--- config.mk ---
export PLATFORM = sky130hd
export DESIGN_NAME = board_power_supervisor
export DESIGN_NICKNAME = d
export VERILOG_FILES = /design/src/rtl/pwr_sup_pkg.sv /design/src/rtl/press_if.sv /design/src/rtl/press_filter.sv /design/src/rtl/board_power_supervisor.sv
export VERILOG_INCLUDE_DIRS = /design/src /design/src/rtl
export SDC_FILE = /design/constraint.sdc
export NUM_CORES = 1
export LEC_CHECK = 0
export BUFFER_PORTS_ARGS = -buffer_cell sky130_fd_sc_hd__buf_2
export CORE_ASPECT_RATIO = 1.1
export CORE_MARGIN = 2
export CORE_UTILIZATION = 40
export CTS_CLUSTER_DIAMETER = 120
export DETAILED_ROUTE_END_ITERATION = 6
export PLACE_DENSITY_LB_ADDON = 0.08
export SYNTH_ARGS = -nofsm -noshare
export SYNTH_HDL_FRONTEND = slang
export SYNTH_SLANG_ARGS = --single-unit
--- constraint.sdc ---
create_clock -name clock -period 4.54 [get_ports clock]
set_input_delay 0.908 -clock clock [delete_from_list [all_inputs] [get_ports clock]]
set_output_delay 0.908 -clock clock [all_outputs]
set_load 0.02 [all_outputs]
--- src/rtl/pwr_sup_regs.svh ---
// Register offsets, field positions, reset values and timing counts of the supervisor.
// Assumes a 50 MHz always-on clock and a battery monitor that reports millivolts.
`ifndef PWR_SUP_REGS_SVH
`define PWR_SUP_REGS_SVH

// ----------------------------------------------------------------------------
// Register offsets
// ----------------------------------------------------------------------------
`define ADDR_STATUS       16'h1002
`define ADDR_WAKE_CTRL    16'h100F
`define ADDR_SHUTDOWN     16'h1010
`define ADDR_PRESS_TIME   16'h1011
`define ADDR_TIME         16'h1013
`define ADDR_ALARM        16'h1017
`define ADDR_IRQ_MASK     16'h1020

// ----------------------------------------------------------------------------
// Fields and reset values
// ----------------------------------------------------------------------------
`define STATUS_CRIT_BIT   7
`define STATUS_SHORT_BIT  4
`define STATUS_ON_BIT     0
`define WAKE_CHG_START    0
`define WAKE_CHG_END      1
`define PRESS_TIME_RESET  8'h64
`define WAKE_CTRL_RESET   8'h00
`define IRQ_MASK_RESET    8'h00
`define STICKY_MASK       8'h90

// ----------------------------------------------------------------------------
// Voltages and times
// ----------------------------------------------------------------------------
`define BATT_CRIT_MV      16'h0CE4
`define BATT_LOW_MV       16'h0DAC
`define CLOCK_HZ          50000000
`define TICK_MS           10
`define TICK_CYCLES       (`CLOCK_HZ / 1000 * `TICK_MS)
`define SECOND_CYCLES     (`CLOCK_HZ)
`define DEBOUNCE_MS       5
`define DEBOUNCE_CYCLES   (`CLOCK_HZ / 1000 * `DEBOUNCE_MS)
`define MIN_ON_MS         20
`define MIN_ON_TICKS      (`MIN_ON_MS / `TICK_MS)
`define HARD_OFF_MS       5000
`define HARD_OFF_TICKS    (`HARD_OFF_MS / `TICK_MS)
`define CRIT_OFF_MS       9000
`define CRIT_OFF_TICKS    (`CRIT_OFF_MS / `TICK_MS)

`endif

--- src/rtl/pwr_sup_pkg.sv ---
// Types shared by the supervisor modules.
// Assumes nothing beyond a SystemVerilog compiler.
package pwr_sup_pkg;

  // --------------------------------------------------------------------------
  // Power state, one-hot
  // --------------------------------------------------------------------------
  typedef enum logic [2:0] {
    ST_OFF  = 3'b001,
    ST_ON   = 3'b010,
    ST_HOLD = 3'b100
  } power_state_t;

  typedef logic [9:0] press_ticks_t;

endpackage : pwr_sup_pkg

--- src/rtl/press_if.sv ---
// Debounced button events passed from the filter to the supervisor.
// Assumes both ends run on the same always-on clock.
interface press_if;
  logic pressed;     // Debounced level, high while held
  logic press_start; // One-cycle pulse on a settled press
  logic press_end;   // One-cycle pulse on a settled release

  modport filter     (output pressed, output press_start, output press_end);
  modport supervisor (input pressed, input press_start, input press_end);
endinterface : press_if

--- src/rtl/press_filter.sv ---
// Contact-bounce filter for the power button.
// Assumes the raw level is already synchronised to clock.
`include "pwr_sup_regs.svh"
module press_filter
  import pwr_sup_pkg::*;
#(
  parameter int DEBOUNCE_CYCLES = `DEBOUNCE_CYCLES
) (
  input  wire logic clock,
  input  wire logic resetn,
  input  wire logic raw_pressed,
  press_if.filter   btn
);
  localparam int CW = $clog2(DEBOUNCE_CYCLES + 1);

  logic [CW-1:0] settle;

  // ---------------------------------------------------------------------------
  // Level must hold steady for the whole settle time before it is accepted
  // ---------------------------------------------------------------------------
  always_ff @(posedge clock or negedge resetn) begin
    if (!resetn) begin
      settle          <= '0;
      btn.pressed     <= 1'b0;
      btn.press_start <= 1'b0;
      btn.press_end   <= 1'b0;
    end else begin
      btn.press_start <= 1'b0;
      btn.press_end   <= 1'b0;
      if (raw_pressed == btn.pressed) begin
        settle <= '0;
      end else if (settle == CW'(DEBOUNCE_CYCLES - 1)) begin
        settle          <= '0;
        btn.pressed     <= raw_pressed;
        btn.press_start <= raw_pressed;
        btn.press_end   <= !raw_pressed;
      end else begin
        settle <= settle + 1'b1;
      end
    end
  end

endmodule : press_filter

--- src/rtl/board_power_supervisor.sv ---
// Always-on power supervisor: switched rail enables, wake sources, power-off sources.
// Assumes battery_mv comes from a monitor on the same clock; pins are asynchronous.
//
// Decided for this implementation: the register offsets and the address-and-strobe port.
`include "pwr_sup_regs.svh"

// How it works
// - Always-on logic drives enables of switched logic rail and switched battery rail.
// - Button pin is active low: idle high, pressed when grounded.
// - Holding the button for the programmed time, but at least 20 ms, powers the rails on unless the battery is low.
// - RTC reaching the alarm value powers the rails on.
// - Separate enables let charge start or charge end power the rails on.
// - A host write to the shutdown register switches the rails off.
// - Short presses while powered are reported to the host.
// - A five second hold forces the rails off without host action.
// - Battery below 3.3V switches the rails off.
// - A readable warning is raised before the critical-battery shutdown.
// - Battery at 3.5V or lower blocks every power-on source.
// - Warning is status bit 7; rails go off within ten seconds after it.
// - Short-press threshold is 8 bits in 10 ms units, reset value 100.
// - Status bit 4 sets on release after a press above threshold, below five seconds.
module board_power_supervisor
  import pwr_sup_pkg::*;
#(
  parameter int TICK_CYCLES     = `TICK_CYCLES,
  parameter int SECOND_CYCLES   = `SECOND_CYCLES,
  parameter int DEBOUNCE_CYCLES = `DEBOUNCE_CYCLES
) (
  input  wire logic        clock,
  input  wire logic        resetn,
  input  wire logic [15:0] addr,
  input  wire logic [7:0]  wdata,
  input  wire logic        wr,
  input  wire logic        rd,
  output logic      [7:0]  rdata,
  input  wire logic        power_button_n,
  input  wire logic        charging,
  input  wire logic        charge_done,
  input  wire logic [15:0] battery_mv,
  output logic             switched_logic_rail,
  output logic             switched_battery_rail,
  output logic             irq
);
  localparam int TW = $clog2(TICK_CYCLES + 1);
  localparam int SECW = $clog2(SECOND_CYCLES + 1);

  power_state_t state;
  power_state_t next_state;
  press_if      btn ();

  logic [1:0]   button_sync;
  logic [2:0]   charging_sync;
  logic [2:0]   done_sync;
  logic [TW-1:0] tick_cnt;
  logic          tick;
  logic [SECW-1:0] sec_cnt;
  logic          sec_tick;
  press_ticks_t  press_ticks;
  logic          press_valid;
  logic [7:0]    press_time_setting;
  logic [7:0]    wake_ctrl;
  logic [7:0]    irq_mask;
  logic [7:0]    status;
  logic [31:0]   rtc_time;
  logic [31:0]   alarm_value;
  logic          alarm_match_d;
  logic          crit_active;
  press_ticks_t  crit_ticks;
  press_ticks_t  on_thresh;
  logic          batt_low;
  logic          batt_crit;
  logic          button_on;
  logic          alarm_hit;
  logic          chg_start_wake;
  logic          chg_end_wake;
  logic          wake_req;
  logic          shutdown_req;
  logic          hard_off;
  logic          crit_expired;
  logic          short_press;
  logic          status_read;
  logic [7:0]    status_view;

  // ---------------------------------------------------------------------------
  // Pin synchronisers; bit 2 of the charger flags keeps the previous sample for edge detection
  // ---------------------------------------------------------------------------
  always_ff @(posedge clock or negedge resetn) begin
    if (!resetn) begin
      button_sync   <= 2'h0;
      charging_sync <= 3'h0;
      done_sync     <= 3'h0;
    end else begin
      button_sync   <= {button_sync[0], !power_button_n};
      charging_sync <= {charging_sync[1:0], charging};
      done_sync     <= {done_sync[1:0], charge_done};
    end
  end

  press_filter #(
    .DEBOUNCE_CYCLES (DEBOUNCE_CYCLES)
  ) u_filter (
    .clock       (clock),
    .resetn      (resetn),
    .raw_pressed (button_sync[1]),
    .btn         (btn)
  );

  // ---------------------------------------------------------------------------
  // 10 ms tick and one second tick
  // ---------------------------------------------------------------------------
  always_ff @(posedge clock or negedge resetn) begin
    if (!resetn) begin
      tick_cnt <= '0;
      tick     <= 1'b0;
    end else begin
      tick     <= (tick_cnt == TW'(TICK_CYCLES - 1));
      tick_cnt <= (tick_cnt == TW'(TICK_CYCLES - 1)) ? '0 : tick_cnt + 1'b1;
    end
  end

  always_ff @(posedge clock or negedge resetn) begin
    if (!resetn) begin
      sec_cnt  <= '0;
      sec_tick <= 1'b0;
    end else begin
      sec_tick <= (sec_cnt == SECW'(SECOND_CYCLES - 1));
      sec_cnt  <= (sec_cnt == SECW'(SECOND_CYCLES - 1)) ? '0 : sec_cnt + 1'b1;
    end
  end

  // ---------------------------------------------------------------------------
  // Press duration in 10 ms units, saturating
  // ---------------------------------------------------------------------------
  always_ff @(posedge clock or negedge resetn) begin
    if (!resetn) begin
      press_ticks <= '0;
    end else if (btn.press_start) begin
      press_ticks <= '0;
    end else if (btn.pressed && tick && press_ticks != '1) begin
      press_ticks <= press_ticks + 1'b1;
    end
  end

  // Only a press that began while powered counts toward short press or hard off
  always_ff @(posedge clock or negedge resetn) begin
    if (!resetn) begin
      press_valid <= 1'b0;
    end else if (state != ST_ON || btn.press_end) begin
      press_valid <= 1'b0;
    end else if (btn.press_start) begin
      press_valid <= 1'b1;
    end
  end

  // ---------------------------------------------------------------------------
  // Event decode
  // ---------------------------------------------------------------------------
  assign batt_low       = battery_mv <= `BATT_LOW_MV;
  assign batt_crit      = battery_mv < `BATT_CRIT_MV;
  assign on_thresh      = (press_time_setting < 8'(`MIN_ON_TICKS)) ?
                          10'(`MIN_ON_TICKS) : {2'h0, press_time_setting};
  assign button_on      = btn.pressed && press_ticks >= on_thresh;
  assign alarm_hit      = (rtc_time == alarm_value) && !alarm_match_d;
  assign chg_start_wake = wake_ctrl[`WAKE_CHG_START] && charging_sync[1]
                          && !charging_sync[2];
  assign chg_end_wake   = wake_ctrl[`WAKE_CHG_END] && done_sync[1] && !done_sync[2];
  assign wake_req       = button_on || alarm_hit || chg_start_wake || chg_end_wake;
  assign shutdown_req   = wr && addr == `ADDR_SHUTDOWN;
  assign hard_off       = press_valid && press_ticks >= 10'(`HARD_OFF_TICKS);
  assign crit_expired   = crit_active && crit_ticks >= 10'(`CRIT_OFF_TICKS);
  assign short_press    = btn.press_end && press_valid && state == ST_ON
                          && press_ticks > {2'h0, press_time_setting}
                          && press_ticks < 10'(`HARD_OFF_TICKS);
  assign status_read    = rd && addr == `ADDR_STATUS;

  // ---------------------------------------------------------------------------
  // Power state machine
  // ---------------------------------------------------------------------------
  always_comb begin
    next_state = state;
    case (state)
      ST_OFF: begin
        if (!batt_low && wake_req) begin
          next_state = ST_ON;
        end
      end
      ST_ON: begin
        if (hard_off) begin
          next_state = ST_HOLD;
        end else if (shutdown_req || crit_expired) begin
          next_state = ST_OFF;
        end
      end
      ST_HOLD: begin
        if (!btn.pressed) begin
          next_state = ST_OFF;
        end
      end
      default: begin
        next_state = ST_OFF;
      end
    endcase
  end

  always_ff @(posedge clock or negedge resetn) begin
    if (!resetn) begin
      state <= ST_OFF;
    end else begin
      state <= next_state;
    end
  end

  // Both switched rails follow the state, from a flop
  always_ff @(posedge clock or negedge resetn) begin
    if (!resetn) begin
      switched_logic_rail   <= 1'b0;
      switched_battery_rail <= 1'b0;
    end else begin
      switched_logic_rail   <= (state == ST_ON);
      switched_battery_rail <= (state == ST_ON);
    end
  end

  // ---------------------------------------------------------------------------
  // Critical battery: warning then timed shutdown
  // ---------------------------------------------------------------------------
  always_ff @(posedge clock or negedge resetn) begin
    if (!resetn) begin
      crit_active <= 1'b0;
      crit_ticks  <= '0;
    end else if (state != ST_ON) begin
      crit_active <= 1'b0;
      crit_ticks  <= '0;
    end else if (batt_crit || crit_active) begin
      crit_active <= 1'b1;
      if (crit_active && tick) begin
        crit_ticks <= crit_ticks + 1'b1;
      end
    end
  end

  // ---------------------------------------------------------------------------
  // Sticky status; a read clears it, a new event in the same cycle wins
  // ---------------------------------------------------------------------------
  always_ff @(posedge clock or negedge resetn) begin
    if (!resetn) begin
      status <= 8'h00;
    end else begin
      status <= (status_read ? 8'h00 : status)
              | ((state == ST_ON && batt_crit) ? 8'h80 : 8'h00)
              | (short_press ? 8'h10 : 8'h00);
    end
  end

  assign status_view = (status & `STICKY_MASK)
                     | ((state == ST_ON) ? 8'h01 : 8'h00);

  always_ff @(posedge clock or negedge resetn) begin
    if (!resetn) begin
      irq <= 1'b0;
    end else begin
      irq <= |(status & irq_mask);
    end
  end

  // ---------------------------------------------------------------------------
  // Control registers
  // ---------------------------------------------------------------------------
  always_ff @(posedge clock or negedge resetn) begin
    if (!resetn) begin
      press_time_setting <= `PRESS_TIME_RESET;
      wake_ctrl          <= `WAKE_CTRL_RESET;
      irq_mask           <= `IRQ_MASK_RESET;
    end else if (wr) begin
      if (addr == `ADDR_PRESS_TIME) press_time_setting <= wdata;
      if (addr == `ADDR_WAKE_CTRL) wake_ctrl <= wdata;
      if (addr == `ADDR_IRQ_MASK) irq_mask <= wdata;
    end
  end

  // ---------------------------------------------------------------------------
  // RTC and alarm; byte 0 of each is the most significant
  // ---------------------------------------------------------------------------
  always_ff @(posedge clock or negedge resetn) begin
    if (!resetn) begin
      rtc_time    <= 32'h0;
      alarm_value <= 32'h0;
    end else begin
      if (sec_tick) begin
        rtc_time <= rtc_time + 32'h1;
      end
      for (int i = 0; i < 4; i++) begin
        if (wr && addr == `ADDR_TIME + 16'(i)) rtc_time[31 - 8 * i -: 8] <= wdata;
        if (wr && addr == `ADDR_ALARM + 16'(i)) alarm_value[31 - 8 * i -: 8] <= wdata;
      end
    end
  end

  always_ff @(posedge clock or negedge resetn) begin
    if (!resetn) begin
      alarm_match_d <= 1'b1;
    end else begin
      alarm_match_d <= (rtc_time == alarm_value);
    end
  end

  // ---------------------------------------------------------------------------
  // Read data, valid in the cycle after the strobe only
  // ---------------------------------------------------------------------------
  always_ff @(posedge clock or negedge resetn) begin
    if (!resetn) begin
      rdata <= 8'h00;
    end else if (!rd) begin
      rdata <= 8'h00;
    end else begin
      rdata <= 8'h00;
      case (addr)
        `ADDR_STATUS:     rdata <= status_view;
        `ADDR_WAKE_CTRL:  rdata <= wake_ctrl;
        `ADDR_PRESS_TIME: rdata <= press_time_setting;
        `ADDR_IRQ_MASK:   rdata <= irq_mask;
        default: begin
          for (int i = 0; i < 4; i++) begin
            if (addr == `ADDR_TIME + 16'(i)) rdata <= rtc_time[31 - 8 * i -: 8];
            if (addr == `ADDR_ALARM + 16'(i)) rdata <= alarm_value[31 - 8 * i -: 8];
          end
        end
      endcase
    end
  end
endmodule : board_power_supervisor

Word-level counts from Yosys, hierarchy flattened
Cells that the tools add are included.
{"block": "classes", "order_cmp": 8, "muxes": 42, "add_sub_neg": 6, "eq_ne": 26, "bitwise_logic": 5, "n_reduce_logical": 54}
{"operator": "$eq 16x13->1 const B", "n": 13}
{"operator": "$mux 8", "n": 16}
{"operator": "$mux 10", "n": 5}
{"operator": "$mux 18", "n": 2}
{"operator": "$add 32x1->32 const B", "n": 1}
{"operator": "$eq 32x32->1", "n": 1}
{"operator": "$mux 32", "n": 1}
{"operator": "$pmux 8 s4", "n": 1}
{"operator": "$logic_and 1x1->1", "n": 27}
{"operator": "$add 26x1->26 const B", "n": 1}
{"operator": "$eq 26x26->1 const B", "n": 1}
{"operator": "$mux 26", "n": 1}
{"operator": "$add 10x1->10 const B", "n": 2}
{"operator": "$add 19x1->19 const B", "n": 1}
{"operator": "$eq 19x19->1 const B", "n": 1}
{"operator": "$mux 19", "n": 1}
{"operator": "$add 18x1->18 const B", "n": 1}
{"operator": "$eq 18x18->1 const B", "n": 1}
{"operator": "$le 16x12->1 const B", "n": 1}
{"operator": "$lt 16x12->1 const B", "n": 1}
{"operator": "$reduce_bool 2->1", "n": 8}
{"operator": "$mux 3", "n": 4}
{"operator": "$ge 10x10->1 const B", "n": 1}
{"operator": "$ge 10x8->1", "n": 1}
{"operator": "other kinds (25)", "n": 48}
{"block": "word_totals", "input_bits": 47, "reg_bits": 208, "elab_cells": 173}

Depth between registers and ports, before layout
{"block": "depth", "word_depth": 11, "mapped_depth": 9}

Modules after synthesis
From an unflattened synthesis, not the netlist that was laid out.
{"block": "unflattened", "cells_unflattened": 1036, "area_unflattened_um2": 10686.5}
{"module": "board_power_supervisor", "instances": 1, "area_per_inst_um2": 9653.0, "cells_each": 937}
{"module": "press_filter", "instances": 1, "area_per_inst_um2": 1033.5, "cells_each": 99}

Worst setup path after synthesis
No wires, ideal clock.
{"block": "synth_timing", "path_kind": "input -> register", "start": "input port addr[9]", "end": "register alarm_value[31]", "setup_slack_ns": 2.063, "arrival_ns": 2.352, "n_path_buf": 0, "required_ns": 4.415, "path_stages": 6, "path_cell_list": "nor4_4 nand2_2 nor2_2 nand2_1 nor2_4 mux2_2"}
{"block": "synth_between", "elab_chain_len": 2}
{"item": "from (decl)", "line": "board_power_supervisor.sv:31", "text": "input wire logic [15:0] addr,"}
{"item": "$eq 16x13->1", "line": "board_power_supervisor.sv:294", "text": "if (wr && addr == `ADDR_ALARM + 16'(i)) alarm_value[31 - 8 * i -: 8] <= wdata;"}
{"item": "$logic_and 1x1->1", "line": "board_power_supervisor.sv:294"}
{"item": "to (signal, indexed assignment)", "line": "board_power_supervisor.sv:294"}
{"item": "to (decl)", "line": "board_power_supervisor.sv:65", "text": "logic [31:0] alarm_value;"}
No other way between the ends.
A chain may end at the register's enable or synchronous reset.

Worst setup path after layout
{"block": "layout_timing", "start": "input port addr[13]", "end": "register rdata[3]"}
{"block": "layout_between", "elab_chain_len": 11, "elab_cells_between_ends": 22, "cone_classes": "12 x eq/ne; 10 x mux"}
{"item": "$eq 16x13->1", "line": "board_power_supervisor.sv:324", "text": "if (addr == `ADDR_TIME + 16'(i)) rdata <= rtc_time[31 - 8 * i -: 8];"}
{"item": "$mux 8", "line": "board_power_supervisor.sv:324"}
{"item": "$mux 8", "line": "board_power_supervisor.sv:325", "text": "if (addr == `ADDR_ALARM + 16'(i)) rdata <= alarm_value[31 - 8 * i -: 8];"}
{"item": "$mux 8", "line": "board_power_supervisor.sv:324"}
{"item": "$mux 8", "line": "board_power_supervisor.sv:325"}
{"item": "$mux 8", "line": "board_power_supervisor.sv:324"}
{"item": "$mux 8", "line": "board_power_supervisor.sv:325"}
{"item": "$mux 8", "line": "board_power_supervisor.sv:324"}
{"item": "$mux 8", "line": "board_power_supervisor.sv:325"}
{"item": "$pmux 8 s4 *", "line": "board_power_supervisor.sv:317", "text": "case (addr)"}
{"item": "$mux 8 *", "line": "board_power_supervisor.sv:313", "text": "end else if (!rd) begin"}
{"item": "to (signal assigned)", "line": "board_power_supervisor.sv:318", "text": "`ADDR_STATUS: rdata <= status_view;"}
{"item": "to (signal assigned)", "line": "board_power_supervisor.sv:324"}
{"item": "to (signal assigned)", "line": "board_power_supervisor.sv:325"}
{"item": "to (decl)", "line": "board_power_supervisor.sv:35", "text": "output logic [7:0] rdata,"}
Every way passes the cells marked *; elsewhere a longest branch is shown, timed or not.

==> metrics <==
min-delay worst type flip-flop to flip-flop; Layout area overhead 13.1%; cell taking the most area after synthesis dfrtp_1; die width 160 µm; post_cts resized 0; synth top area cells dfrtp_1 (46%), xor2_1 (7.0%), mux2_2 (6.0%), nor2_1 (5.1%), xnor2_1 (4.1%); yosys warns 0; row count 63; Die Ht between 150 and 200 µm; main flop type after synthesis dfrtp_1; ys async rst share 1.00; Slowest-stage cell, CP or4b_4; CTS tree built; share of the synthesized area in the top cell type 0.458; Vias/cell 5.41; clock root buffer clkbuf_16; most common library cells after synthesis dfrtp_1 (197), nor2_1 (147), xor2_1 (86), nand2_1 (76), mux2_2 (57); Final Core Density 0.456; Worst VDD drop 0.326 mV; FF+latch count, synth 202; Clk Latency, worst-skew pair slightly above 0.5 ns; final-report setup violation count 0; Seq/Total Area, Yosys 0.470; hpwl dp between 20000 and 25000 µm; Slew Limit Headroom 0.390; DRT Wirelength around 29000 µm; initial core utilization 0.403; gr ovfl total 0; design area 12200 µm²; vias post-DR 8065; CTS sink count 202; aggregate global-route resource usage 0.211; critical path's top delay family simple AND/OR/NAND/NOR gates; outcome complete, no violations; Hold Fails Final Rpt 0; Placed Cells ~1400; Gate Count Post-Synth approximately 1100; Crit. Startpoint addr[13]; top-count cell post-synth dfrtp_1; FF-to-FF Start u_filter.settle[0]; Post-CTS Setup Bufs 0; synthesized cell area 10800 µm²; first-pass GRT wire length between 40000 and 50000 µm; Ports 58; Fin Setup TNS 0 ns; DRC viols 0; worst-path cell chain buf_2 > or4b_4 > nor2_1 > buf_4 > and3_1 > a222oi_1 > o31a_1 > a211oi_1; final estimated routing congestion in global placement between 0.9 and 1; fin crit share 0.598; count of input and output buffers 57; Hold WS about 0.35 ns; largest net degree at the start of global routing 120; Worst Setup Path Type input port to flip-flop; Post-Synth Adder-Cell Area 0.0267; WL per Instance approximately 19 µm; largest family of logic cells by synthesized area simple AND/OR/NAND/NOR gates; CP peak stage delay 0.57 ns; number of synthesized flops with an enable pin 0; Worst-Margin Slew slightly above 0.9 ns; Crit Path Max Fanout 8; Worst EP required 4.96 ns; ANT nets after route 0; Setup crit end kind flip-flop; multiplexer share of the synthesized area 0.0624; Num CTS Buffers 24; MaxCap Viol Count 0; CTS max path bufs 3; Synth Area in Compound Gates 0.0876; Power Density ~320 nW/µm²; Post-Synth Simple-Gate Area 0.214; nets@finish 1188; initial antenna violation count 0; Hold Path Origin button_sync[0]; Non-Filler Instances about 1500; standby leakage power ~0.0052 µW; CTS Hold Buffers Added 0; Worst Clk Skew roughly 0.0074 ns; Core Region roughly 27000 µm²; H-tree depth 1; min cycle time layout 2.71 ns; n_diodes 0; syn_nets 1139; CP arrival between 3 and 4 ns; DP Area ~11000 µm²; Max Freq roughly 0.37 GHz; Yosys cell types 70; syn avg cell area approximately 10 µm²; drt first-iter violations roughly 580; startpoint types input port; Die Area around 28000 µm²; layout cell share with drive strength beyond 1 0.170; RSZ-0062 raised after global routing no; Slew Limit Fails 0; xor/xnor share of the synthesized area 0.111; Initial DRT Pass Iterations 5; number of global-route vias before repair 8141; WP buf/inv 2; clock-pin slew on the worst setup and hold paths 0.06 ns
==> cell type report <==
cell class                      instances  area (µm²)
Sequential cell                       202        5060
Multi-Input combinational cell        796        5400
Clock inverter                          6        83.8
Clock buffer                           37         731
Fill cell                            2556       14500
Inverter                               30         113
Timing Repair Buffer                   64         348
Tap cell                              357         447
==> sequential cells by signal, summed over array words and instances, names as in the netlist, 2 cells and up <==
name                flops
alarm_value            32
rtc_time               32
sec_cnt                26
tick_cnt               19
u_filter.settle        18
crit_ticks             10
press_ticks            10
irq_mask                8
press_time_setting      8
rdata                   8
wake_ctrl               8
charging_sync           3
done_sync               3
state                   3
button_sync             2
status                  2
==> cell families after synthesis <==
family | Yosys count
mux | 60
xor+xnor | 136
simple gates | 441
fa+ha+maj | 23
flops | 202
buf+inv | 71
compound gates | 136
==> worst register-to-register path, stage by stage (launching register included) <==
cell and delay, ns:
dfrtp_1 0.37, ha_1 0.20, and3_1 0.28, nand4_1 0.13, nor4b_1 0.32, nand3_1 0.24
nand2_1 0.52, nor2_1 0.12
==> metal layers <==
metal | wire (µm) | track usage | vias to the layer above
met1 | 13300 | 0.287 | 3957
li1 | - | - | 3883
met3 | 1070 | 0.0247 | 48
met2 | 14000 | 0.357 | 177
met5 | 0 | 0 | -
met4 | 723 | 0.0567 | 0
==> final timing paths <==
check,slack [ns],cells after the start,end
max reg2reg,2.23,7,u_filter.settle[12]
min reg2reg,0.35,0,button_sync[1]
max in group asynchronous,3.11,2,tick_cnt[17]
min,0.35,0,button_sync[1]
max,1.83,8,rdata[3]
min in group asynchronous,0.49,1,crit_ticks[1]
==> cell usage in the layout, fill, tap and decap left out, drive strengths merged, types with 24 or more instances in the layout <==
cell type / instances
xor2: 86
nand2: 80
nand4: 38
xnor2: 50
a21oi: 45
mux2: 57
inv: 31
nor2: 151
buf: 64
nor4: 24
dfrtp: 197
clkbuf: 37
nand3: 51
==> stage by stage <==
stage / power (µW) / worst slack, ns
3_5_place_dp: 1980 / 1.33
6_report: 3920 / 1.83
5_1_grt: 4060 / 1.76
2_1_floorplan: 1890 / 2.06
4_1_cts: 3980 / 1.86
3_3_place_gp: 1980 / 1.45
==> power breakdown <==
part	switching [µW]	internal (µW)	leakage, µW
Clock	755	1220	0.000403
Sequential	3.60	1810	0.00258
Combinational	101	32.8	0.00222
Note: power is estimated with default switching activity, not from simulation.
